`config.mk`:
```
export PLATFORM = sky130hd
export DESIGN_NAME = wrb_top
export DESIGN_NICKNAME = d
export VERILOG_FILES = /design/src/design/wrb_pkg.sv /design/src/design/wrb_mem_if.sv /design/src/design/wrb_pkt_mem.sv /design/src/design/wrb_top.sv
export VERILOG_INCLUDE_DIRS = /design/src /design/src/design
export SDC_FILE = /design/constraint.sdc
export NUM_CORES = 1
export LEC_CHECK = 0
export BUFFER_PORTS_ARGS = -buffer_cell sky130_fd_sc_hd__buf_2
export CORE_ASPECT_RATIO = 0.5
export CORE_MARGIN = 2
export CORE_UTILIZATION = 45
export CTS_BUF_LIST = sky130_fd_sc_hd__clkbuf_8
export DETAILED_ROUTE_END_ITERATION = 16
export GPL_TIMING_DRIVEN = 0
export PLACE_DENSITY = 0.65
export RECOVER_POWER = 100
export SYNTH_ARGS = -nofsm -noshare
export SYNTH_HDL_FRONTEND = slang
export SYNTH_SLANG_ARGS = --single-unit
```
`constraint.sdc`:
```
create_clock -name clk_i -period 3.3 [get_ports clk_i]
set_input_delay 0.495 -clock clk_i [delete_from_list [all_inputs] [get_ports clk_i]]
set_output_delay 0.495 -clock clk_i [all_outputs]
set_load 0.01 [all_outputs]
```
`src/design/wrb_defines.svh`:
```
// offsets, field positions, reset values and timing figures of the backscatter control block
`ifndef WRB_DEFINES_SVH
`define WRB_DEFINES_SVH

`define WRB_CLK_MHZ         200
`define WRB_BIT_PERIOD_US   500
`define WRB_SENSE_READ_MS   24
`define WRB_PRIO_PERIOD_MS  35
`define WRB_STD_PERIOD_MS   235
`define WRB_DEGLITCH_US     10

`define WRB_ADR_CTRL        8'h00
`define WRB_ADR_STATUS      8'h04
`define WRB_ADR_BUF         8'h08
`define WRB_ADR_ILIM        8'h0c

`define WRB_CTRL_GO         0
`define WRB_CTRL_REPORT     1
`define WRB_CTRL_PRIO       2
`define WRB_CTRL_SDCLR      3
`define WRB_CTRL_LEN_LSB    8
`define WRB_CTRL_HDR_LSB    16
`define WRB_ST_RSN_LSB      8
`define WRB_ST_ILIM_EN      16
`define WRB_ST_STROBE       17

`define WRB_LEN_RST         5'h00
`define WRB_HDR_RST         8'h00

`define WRB_HDR_REPORT      8'h04
`define WRB_HDR_EPT         8'h02
`define WRB_RSN_UNKNOWN     8'h00
`define WRB_RSN_OVERTEMP    8'h03
`define WRB_EPT_CHARS       6'h03
`define WRB_CHAR_LAST_BIT   4'ha

`define WRB_ILIM_KNEE_MA    12'h12c
`define WRB_ILIM_FIXED_MA   12'h190
`define WRB_ILIM_MARGIN_MA  13'h0032

`endif

```
`src/design/wrb_pkg.sv`:
```
// shared state types of the backscatter control block
package wrb_pkg;
	typedef enum logic [1:0] {ENC_IDLE = 2'b01, ENC_SEND = 2'b10} wrb_enc_state_t;
	typedef enum logic [2:0] {RCT_DIODE = 3'b001, RCT_HALF = 3'b010, RCT_FULL = 3'b100} wrb_rect_state_t;
	typedef enum logic [1:0] {SNS_READ = 2'b01, SNS_MON = 2'b10} wrb_sense_state_t;
endpackage

```
`src/design/wrb_mem_if.sv`:
```
// packet buffer port bundle between the control core and its buffer memory
`timescale 1ns/1ps
interface wrb_mem_if #(parameter int AW = 4);
	logic          we;
	logic [AW-1:0] waddr;
	logic [7:0]    wdata;
	logic [AW-1:0] raddr;
	logic [7:0]    rdata;
	modport core (output we, output waddr, output wdata, output raddr, input rdata);
	modport mem  (input we, input waddr, input wdata, input raddr, output rdata);
endinterface

```
`src/design/wrb_pkt_mem.sv`:
```
// payload byte buffer with registered read data
`timescale 1ns/1ps
module wrb_pkt_mem
	import wrb_pkg::*;
#(
	parameter int DEPTH = 16
) (
	input wire logic clk_i,
	input wire logic rst_i,
	wrb_mem_if.mem   bus
);
	logic [7:0] store_q [DEPTH];

	always_ff @(posedge clk_i) begin
		if (bus.we) begin
			store_q[bus.waddr] <= bus.wdata;
		end
	end

	always_ff @(posedge clk_i) begin
		if (rst_i) begin
			bus.rdata <= 8'h00;
		end else begin
			bus.rdata <= store_q[bus.raddr];
		end
	end
endmodule

```
`src/design/wrb_top.sv`:
```
// backscatter packet encoder, communication current limit, rectifier and sense-pin sequencing
//
// The register offsets and the Wishbone register port are this design's own decisions.
`timescale 1ns/1ps
`include "wrb_defines.svh"

module wrb_top
	import wrb_pkg::*;
#(
	parameter int HALF_BIT_CYC = `WRB_BIT_PERIOD_US * `WRB_CLK_MHZ / 2,
	parameter int READ_CYC     = `WRB_SENSE_READ_MS * 1000 * `WRB_CLK_MHZ,
	parameter int PRIO_CYC     = `WRB_PRIO_PERIOD_MS * 1000 * `WRB_CLK_MHZ,
	parameter int STD_CYC      = `WRB_STD_PERIOD_MS * 1000 * `WRB_CLK_MHZ,
	parameter int DEG_CYC      = `WRB_DEGLITCH_US * `WRB_CLK_MHZ,
	parameter int BUF_DEPTH    = 16
) (
	input  wire logic        clk_i,
	input  wire logic        rst_i,
	input  wire logic        wb_cyc_i,
	input  wire logic        wb_stb_i,
	input  wire logic        wb_we_i,
	input  wire logic [7:0]  wb_adr_i,
	input  wire logic [3:0]  wb_sel_i,
	input  wire logic [31:0] wb_dat_i,
	output logic      [31:0] wb_dat_o,
	output logic             wb_ack_o,
	input  wire logic        supply_select_a_i,
	input  wire logic        supply_select_b_i,
	input  wire logic        rect_above_uvlo_i,
	input  wire logic        load_above_full_threshold_i,
	input  wire logic        load_below_half_threshold_i,
	input  wire logic        sense_hot_i,
	input  wire logic        sense_cold_i,
	input  wire logic        sense_ctrl_high_i,
	input  wire logic        sense_ctrl_low_i,
	input  wire logic        sense_control_pin_i,
	output logic             sense_control_pin_o,
	output logic             sense_control_pin_oe_o,
	output logic             sense_read_strobe_o,
	input  wire logic [11:0] iout_ma_i,
	output logic             mod_switch_a_o,
	output logic             mod_switch_b_o,
	output logic             comm_ilim_en_o,
	output logic      [11:0] comm_ilim_ma_o,
	output logic             rect_half_o,
	output logic             rect_full_o,
	output logic             shutdown_o
);
	localparam int AW = $clog2(BUF_DEPTH);

	wrb_mem_if #(.AW(AW)) mbus ();

	wrb_pkt_mem #(.DEPTH(BUF_DEPTH)) u_mem (
		.clk_i (clk_i),
		.rst_i (rst_i),
		.bus   (mbus)
	);

	// pins and comparators are asynchronous to clk_i
	logic [9:0] meta_q;
	logic [9:0] sync_q;
	always_ff @(posedge clk_i) begin
		if (rst_i) begin
			meta_q <= 10'h000;
			sync_q <= 10'h000;
		end else begin
			meta_q <= {sense_control_pin_i, sense_ctrl_low_i, sense_ctrl_high_i, sense_cold_i, sense_hot_i,
				load_below_half_threshold_i, load_above_full_threshold_i, rect_above_uvlo_i,
				supply_select_b_i, supply_select_a_i};
			sync_q <= meta_q;
		end
	end

	// filtered comparators: 0 hot, 1 cold, 2 control high, 3 control low
	logic [3:0] filt_q;
	for (genvar g = 0; g < 4; g++) begin : g_deg
		logic [11:0] cnt_q;
		logic [11:0] cnt_d;
		logic        filt_d;
		always_comb begin
			cnt_d  = 12'h000;
			filt_d = filt_q[g];
			if (sync_q[5+g] != filt_q[g]) begin
				cnt_d = cnt_q + 12'h001;
				if (cnt_q == 12'(DEG_CYC - 1)) begin
					filt_d = sync_q[5+g];
					cnt_d  = 12'h000;
				end
			end
		end
		always_ff @(posedge clk_i) begin
			if (rst_i) begin
				cnt_q     <= 12'h000;
				filt_q[g] <= 1'b0;
			end else begin
				cnt_q     <= cnt_d;
				filt_q[g] <= filt_d;
			end
		end
	end

	// register bus and control fields
	logic       ack_q, go_q, rpt_q, prio_q;
	logic       ack_d, go_d, rpt_d, prio_d;
	logic [4:0] len_q, len_d;
	logic [7:0] hdr_q, hdr_d;
	logic [AW-1:0] wp_q, wp_d;
	logic [31:0] rdat_q, rdat_d;
	logic       req, wr_ctrl, wr_buf, clr_sd;
	logic       sd_q, pend_q, creq_q;
	logic [7:0] rsn_q;
	wrb_enc_state_t enc_q;
	wrb_rect_state_t rct_q;
	wrb_sense_state_t sns_q;

	assign req     = wb_cyc_i & wb_stb_i & ~ack_q;
	assign wr_ctrl = req & wb_we_i & (wb_adr_i == `WRB_ADR_CTRL);
	assign wr_buf  = req & wb_we_i & (wb_adr_i == `WRB_ADR_BUF) & wb_sel_i[0];
	assign clr_sd  = wr_ctrl & wb_sel_i[0] & wb_dat_i[`WRB_CTRL_SDCLR];

	always_comb begin
		ack_d  = req;
		go_d   = wr_ctrl & wb_sel_i[0] & wb_dat_i[`WRB_CTRL_GO];
		rpt_d  = rpt_q;
		prio_d = prio_q;
		len_d  = len_q;
		hdr_d  = hdr_q;
		wp_d   = go_q ? '0 : wp_q;
		rdat_d = 32'h0000_0000;
		if (wr_ctrl && wb_sel_i[0]) begin
			rpt_d  = wb_dat_i[`WRB_CTRL_REPORT];
			prio_d = wb_dat_i[`WRB_CTRL_PRIO];
		end
		if (wr_ctrl && wb_sel_i[1]) begin
			len_d = wb_dat_i[`WRB_CTRL_LEN_LSB +: 5];
		end
		if (wr_ctrl && wb_sel_i[2]) begin
			hdr_d = wb_dat_i[`WRB_CTRL_HDR_LSB +: 8];
		end
		if (wr_buf) begin
			wp_d = AW'(wp_q + 1'b1);
		end
		if (req && !wb_we_i) begin
			unique case (wb_adr_i)
				`WRB_ADR_CTRL: begin
					rdat_d = {8'h00, hdr_q, 3'b000, len_q, 5'h00, prio_q, rpt_q, enc_q == ENC_SEND};
				end
				`WRB_ADR_STATUS: begin
					rdat_d = {14'h0000, sense_read_strobe_o, comm_ilim_en_o, rsn_q, sync_q[9], rect_full_o,
						rect_half_o, filt_q[1], filt_q[0], creq_q, sd_q, enc_q == ENC_SEND};
				end
				`WRB_ADR_ILIM: begin
					rdat_d = {20'h00000, comm_ilim_ma_o};
				end
				default: begin
					rdat_d = 32'h0000_0000;
				end
			endcase
		end
	end

	always_ff @(posedge clk_i) begin
		if (rst_i) begin
			ack_q  <= 1'b0;
			go_q   <= 1'b0;
			rpt_q  <= 1'b0;
			prio_q <= 1'b0;
			len_q  <= `WRB_LEN_RST;
			hdr_q  <= `WRB_HDR_RST;
			wp_q   <= '0;
			rdat_q <= 32'h0000_0000;
		end else begin
			ack_q  <= ack_d;
			go_q   <= go_d;
			rpt_q  <= rpt_d;
			prio_q <= prio_d;
			len_q  <= len_d;
			hdr_q  <= hdr_d;
			wp_q   <= wp_d;
			rdat_q <= rdat_d;
		end
	end

	assign wb_ack_o    = ack_q;
	assign wb_dat_o    = rdat_q;
	assign mbus.we     = wr_buf;
	assign mbus.waddr  = wp_q;
	assign mbus.wdata  = wb_dat_i[7:0];

	// sense window sequencing
	wrb_sense_state_t sns_d;
	logic [25:0] tmr_q, tmr_d;
	logic        settled, in_read, in_mon, ev_ot, ev_unk;
	assign settled = tmr_q >= 26'(DEG_CYC);
	assign in_read = sns_q == SNS_READ;
	assign in_mon  = sns_q == SNS_MON;
	// temperature in the window, host request outside it
	assign ev_ot   = settled & ((in_read & filt_q[0]) | (in_mon & filt_q[3]));
	assign ev_unk  = settled & ((in_read & filt_q[1]) | (in_mon & filt_q[2]));

	always_comb begin
		sns_d = sns_q;
		tmr_d = 26'(tmr_q + 1'b1);
		unique case (sns_q)
			SNS_READ: begin
				if (tmr_q == 26'(READ_CYC - 1)) begin
					sns_d = SNS_MON;
					tmr_d = 26'h0;
				end
			end
			SNS_MON: begin
				if (tmr_q == (prio_q ? 26'(PRIO_CYC - 1) : 26'(STD_CYC - 1))) begin
					sns_d = SNS_READ;
					tmr_d = 26'h0;
				end
			end
			default: begin
				sns_d = SNS_READ;
				tmr_d = 26'h0;
			end
		endcase
	end

	always_ff @(posedge clk_i) begin
		if (rst_i) begin
			sns_q <= SNS_READ;
			tmr_q <= 26'h0;
		end else begin
			sns_q <= sns_d;
			tmr_q <= tmr_d;
		end
	end

	// the pin is only biased inside the read window, released otherwise
	assign sense_read_strobe_o    = in_read;
	assign sense_control_pin_oe_o = in_read;
	assign sense_control_pin_o    = 1'b1;

	// shutdown and stop-packet request; a new fault wins over a clear in the same cycle
	logic sd_d, pend_d, creq_d;
	logic [7:0] rsn_d;
	logic enc_start;
	always_comb begin
		sd_d   = sd_q;
		pend_d = pend_q;
		creq_d = creq_q;
		rsn_d  = rsn_q;
		if (clr_sd) begin
			sd_d   = 1'b0;
			creq_d = 1'b0;
		end
		if (in_mon && settled && filt_q[2]) begin
			creq_d = 1'b1;
		end
		if (enc_start && pend_q) begin
			pend_d = 1'b0;
		end
		if ((!sd_q || clr_sd) && (ev_ot || ev_unk)) begin
			sd_d   = 1'b1;
			pend_d = 1'b1;
			rsn_d  = ev_ot ? `WRB_RSN_OVERTEMP : `WRB_RSN_UNKNOWN;
		end
	end

	always_ff @(posedge clk_i) begin
		if (rst_i) begin
			sd_q   <= 1'b0;
			pend_q <= 1'b0;
			creq_q <= 1'b0;
			rsn_q  <= `WRB_RSN_UNKNOWN;
		end else begin
			sd_q   <= sd_d;
			pend_q <= pend_d;
			creq_q <= creq_d;
			rsn_q  <= rsn_d;
		end
	end
	assign shutdown_o = sd_q;

	// bi-phase encoder
	function automatic logic [10:0] frame(input logic [7:0] b);
		return {1'b1, ~^b, b, 1'b0};
	endfunction

	wrb_enc_state_t enc_d;
	logic [16:0] hc_q, hc_d;
	logic        half_q, half_d, lvl_q, lvl_d, ept_q, ept_d;
	logic [3:0]  bit_q, bit_d;
	logic [10:0] sh_q, sh_d;
	logic [5:0]  byte_q, byte_d, nb_q, nb_d, pick_idx;
	logic [7:0]  pick;
	logic        pick_ept, tick, char_load;

	assign tick       = hc_q == 17'(HALF_BIT_CYC - 1);
	assign enc_start  = (enc_q == ENC_IDLE) & (pend_q | go_q);
	assign char_load  = (enc_q == ENC_SEND) & tick & half_q & (bit_q == `WRB_CHAR_LAST_BIT) &
		(6'(byte_q + 1'b1) != nb_q);
	assign mbus.raddr = byte_q[AW-1:0];

	always_comb begin
		pick_idx = (enc_q == ENC_IDLE) ? 6'h00 : 6'(byte_q + 1'b1);
		pick_ept = (enc_q == ENC_IDLE) ? pend_q : ept_q;
		if (pick_ept) begin
			if (pick_idx == 6'h00) begin
				pick = `WRB_HDR_EPT;
			end else if (pick_idx == 6'h01) begin
				pick = rsn_q;
			end else begin
				pick = `WRB_HDR_EPT ^ rsn_q;
			end
		end else if (pick_idx == 6'h00) begin
			pick = rpt_q ? `WRB_HDR_REPORT : hdr_q;
		end else begin
			pick = mbus.rdata;
		end
	end

	always_comb begin
		enc_d  = enc_q;
		hc_d   = hc_q;
		half_d = half_q;
		bit_d  = bit_q;
		sh_d   = sh_q;
		byte_d = byte_q;
		nb_d   = nb_q;
		ept_d  = ept_q;
		lvl_d  = lvl_q;
		unique case (enc_q)
			ENC_IDLE: begin
				lvl_d = 1'b0;
				if (enc_start) begin
					// a pending stop packet beats a software request
					enc_d  = ENC_SEND;
					hc_d   = 17'h0;
					half_d = 1'b0;
					bit_d  = 4'h0;
					byte_d = 6'h00;
					ept_d  = pend_q;
					nb_d   = pend_q ? `WRB_EPT_CHARS : 6'({1'b0, len_q} + 1'b1);
					sh_d   = frame(pick);
					lvl_d  = 1'b1;
				end
			end
			ENC_SEND: begin
				hc_d = 17'(hc_q + 1'b1);
				if (tick) begin
					hc_d = 17'h0;
					if (!half_q) begin
						half_d = 1'b1;
						lvl_d  = sh_q[0] ? ~lvl_q : lvl_q;
					end else begin
						half_d = 1'b0;
						lvl_d  = ~lvl_q;
						if (bit_q != `WRB_CHAR_LAST_BIT) begin
							bit_d = 4'(bit_q + 1'b1);
							sh_d  = {1'b0, sh_q[10:1]};
						end else if (char_load) begin
							bit_d  = 4'h0;
							byte_d = 6'(byte_q + 1'b1);
							sh_d   = frame(pick);
						end else begin
							enc_d = ENC_IDLE;
							lvl_d = 1'b0;
						end
					end
				end
			end
			default: begin
				enc_d = ENC_IDLE;
				lvl_d = 1'b0;
			end
		endcase
	end

	always_ff @(posedge clk_i) begin
		if (rst_i) begin
			enc_q  <= ENC_IDLE;
			hc_q   <= 17'h0;
			half_q <= 1'b0;
			bit_q  <= 4'h0;
			sh_q   <= 11'h000;
			byte_q <= 6'h00;
			nb_q   <= 6'h00;
			ept_q  <= 1'b0;
			lvl_q  <= 1'b0;
		end else begin
			enc_q  <= enc_d;
			hc_q   <= hc_d;
			half_q <= half_d;
			bit_q  <= bit_d;
			sh_q   <= sh_d;
			byte_q <= byte_d;
			nb_q   <= nb_d;
			ept_q  <= ept_d;
			lvl_q  <= lvl_d;
		end
	end
	assign mod_switch_a_o = lvl_q;
	assign mod_switch_b_o = lvl_q;

	// communication current limit and rectifier mode
	logic        ilim_en_q, ilim_en_d;
	logic [11:0] ilim_q, ilim_d;
	logic [12:0] track;
	wrb_rect_state_t rct_d;
	assign track = {1'b0, iout_ma_i} + `WRB_ILIM_MARGIN_MA;

	always_comb begin
		ilim_en_d = (enc_q == ENC_SEND) & ~sync_q[0] & ~sync_q[1];
		if (iout_ma_i <= `WRB_ILIM_KNEE_MA) begin
			ilim_d = `WRB_ILIM_FIXED_MA;
		end else begin
			ilim_d = track[12] ? 12'hfff : track[11:0];
		end
		rct_d = rct_q;
		unique case (rct_q)
			RCT_DIODE: begin
				if (sync_q[2]) begin
					rct_d = RCT_HALF;
				end
			end
			RCT_HALF: begin
				if (!sync_q[2]) begin
					rct_d = RCT_DIODE;
				end else if (sync_q[3]) begin
					rct_d = RCT_FULL;
				end
			end
			RCT_FULL: begin
				if (!sync_q[2]) begin
					rct_d = RCT_DIODE;
				end else if (sync_q[4]) begin
					rct_d = RCT_HALF;
				end
			end
			default: begin
				rct_d = RCT_DIODE;
			end
		endcase
	end

	always_ff @(posedge clk_i) begin
		if (rst_i) begin
			ilim_en_q <= 1'b0;
			ilim_q    <= `WRB_ILIM_FIXED_MA;
			rct_q     <= RCT_DIODE;
		end else begin
			ilim_en_q <= ilim_en_d;
			ilim_q    <= ilim_d;
			rct_q     <= rct_d;
		end
	end
	assign comm_ilim_en_o = ilim_en_q;
	assign comm_ilim_ma_o = ilim_q;
	assign rect_half_o    = rct_q == RCT_HALF;
	assign rect_full_o    = rct_q == RCT_FULL;
endmodule

```
==> metrics <==
top post-synthesis cells by count=219 x dfxtp_1, 203 x nor2_1, 128 x edfxtp_1; setup violators final=0; number of distinct library cells after synthesis=73; Worst-Margin Slew=1.30 ns; layout cells sized above 1=13.1%; GRT overflow=0; maximum root-to-sink buffer count=3; synth warn=0; CTS Hold Bufs=0; CP arrival=3.51 ns; Skew-Pair Late Insertion Delay=0.59 ns; max frequency=329 MHz; Die X=260 um; initial core utilization=46.2%; Post-synth EDFFs=128; # rows=46; Post-synth ARST share=0%; Seq cells post-synth=347; Critical Path RT=3.77 ns; DIE HEIGHT=132 um; initial antenna violation count=0; area added between synthesis and finish=12.9%; Fin Hold WS=0.117 ns; Ports=125; Final Hold Fails=0; top cell type's share of synthesized area=29.7%; Post-Syn Area=14800 um2; max cap viols=0; Setup Crit Path Kind=register to register; largest net degree at the start of global routing=18; Sum Neg Setup Slack=0 ns; Placer Congestion=0.858; total wire length=33600 um; Inserted Diodes=0; vias after detailed routing=10453; status=complete, no violations; GRT Total Usage=19.7%; post-synthesis sequential area ratio=55.6%; post-route minimum period=3.04 ns; met2 GRT Util=33.5%; Leak=0.00594 uW; Die ar.=34400 um2; worst hold path type=input port to register; Root Buffer Master=clkbuf_8; routed len/inst=17.1 um; first-pass GRT wire length=54200 um; global route hottest layer=met2; most frequent cell after synthesis=dfxtp_1; register area=8230 um2; Pre-antenna DRT Iters=5; core area=32000 um2; Synth area leaders=dfxtp_1 30%, edfxtp_1 26%, mux4_2 6.1%, nor2_1 5.2%, xor2_1 3.1%; Final #Nets=1583; max-slew violations=0; met3 GRT Util=3.83%; DRT antenna net count=0; Synth area leader=dfxtp_1; critical path startpoint category=register; critical path endpoint category=register; Layout Utilization=52.1%; Crit Path Max Fanout=10; H-tree depth=2; total power=9020 uW; pre-CTS WS=-0.619 ns; number of global-route vias before repair=10340; DP HPWL=23700 um; PwrDens=541 nW/um2; Final Skew=0.0119 ns; multi-input logic area=6160 um2; total CTS buffers=49; Avg Vias per Cell=5.33; period utilization=92.0%; peak supply drop=291 uV; CTS tree=built; port bufs=98; DR iter-0 viols=692; Synth Flop Type=dfxtp_1; RSZ-0062 raised after global routing=false; M1 GR Usage=25.6%; Synth Instances=1333; fillers=2894; Post-Syn Area per Cell=11.1 um2; fin worst setup slack=0.264 ns; max_slew headroom=12.3%; CTS clk-pin slew, worst paths=0.07 ns; DRC errors left=0; clock sink total=347
-- power by group --
group	leakage, uW	total [uW]	switching, uW	internal, uW
sequential	0.00293	4640	81.3	4560
combinational	0.00248	1260	834	427
clock	0.000534	3120	1600	1520
-- layout make-up --
cell class / count / area share, %
Buffer: 69 / 2.01
Clock buffer: 55 / 4.54
Clock inverter: 32 / 0.802
Inverter: 26 / 0.585
Multi-Input combinational cell: 901 / 36.9
Sequential cell: 347 / 49.3
Tap cell: 432 / 3.24
Timing Repair Buffer: 98 / 2.57
-- final timing paths --
path | startpoint | end | slack [ns] | cells after the start
hold / removal | rect_above_uvlo_i | meta_q[2] | 0.12 | 2
setup / recovery | byte_q[0] | u_mem.bus.rdata[4] | 0.26 | 6
hold reg to reg | sync_q[0] | comm_ilim_en_o | 0.39 | 1
setup reg to reg | byte_q[0] | u_mem.bus.rdata[4] | 0.26 | 6
-- placed cells by master (no fill, tap or decap), drive strengths merged, types with 3 or more instances in the layout --
| cell | n |
|---|---|
| a211oi | 5 |
| a21o | 3 |
| a21oi | 58 |
| a22oi | 4 |
| a311oi | 7 |
| a31oi | 11 |
| a41oi | 4 |
| and2 | 21 |
| and3 | 25 |
| and4 | 3 |
| buf | 72 |
| clkbuf | 150 |
| clkinv | 14 |
| conb | 12 |
| dfxtp | 219 |
| edfxtp | 128 |
| ha | 20 |
| inv | 43 |
| mux2i | 41 |
| mux4 | 40 |
| nand2 | 79 |
| nand2b | 14 |
| nand3 | 66 |
| nand3b | 5 |
| nand4 | 22 |
| nand4b | 5 |
| nor2 | 203 |
| nor2b | 30 |
| nor3 | 28 |
| nor4 | 13 |
| nor4b | 7 |
| o21ai | 28 |
| or2 | 3 |
| or3 | 10 |
| xnor2 | 47 |
| xor2 | 54 |
-- worst max-delay path: stages, from the launching register on --
cell and delay (ns):
dfxtp_1 0.33, clkbuf_2 0.18, buf_2 0.32, clkbuf_1 0.75, mux4_2 0.62, mux4_2 0.52, and2_1 0.20
-- repair_timing --
item / 4_1_cts / 5_1_grt
hold endpoints to repair: 0 / 0
setup buffers: 0 / 0
gates resized for setup: 1 / 2
endpoints found under the setup margin: 8 / 16
-- metal layers --
layer / vias to the layer above / part of all wire (%)
met3: 52 / 5.4
met1: 5089 / 44
met2: 261 / 49
li1: 5051 / -
met5: - / 0
met4: 0 / 2.1
-- kinds of logic (layout without fill, tap and decap cells) --
logic type	Yosys count	in the layout	share of synthesized area [%]
simple gates	541	541	18.0
flops	347	347	55.6
compound gates	144	144	6.27
xor+xnor	103	103	6.35
buf+inv	95	280	2.97
mux	81	81	8.98
fa+ha+maj	20	20	1.69
other cells	2	12	0.0508
-- per-stage QoR --
step,std cells,instance area (um2)
6_report,1960,16700
5_1_grt,1960,16700
4_1_cts,1960,16700
3_5_place_dp,1873,15900
3_3_place_gp,1873,15900
2_1_floorplan,1343,14800
-- registers in the layout (all words and copies together) (netlist names), 2 cells and up --
signal / cells
u_mem.store_q: 128
wb_dat_o: 21
sync_q: 10
sns_q: 2
byte_q: 6
sh_q: 11
nb_q: 6
hdr_q: 8
mbus.waddr: 4
tmr_q: 26
u_mem.bus.rdata: 8
bit_q: 4
g_deg.cnt_q: 48
comm_ilim_ma_o: 12
len_q: 5
filt_q: 4
rct_q: 3
meta_q: 10
enc_q: 2
hc_q: 17
Note: power is estimated with default switching activity, not from simulation.
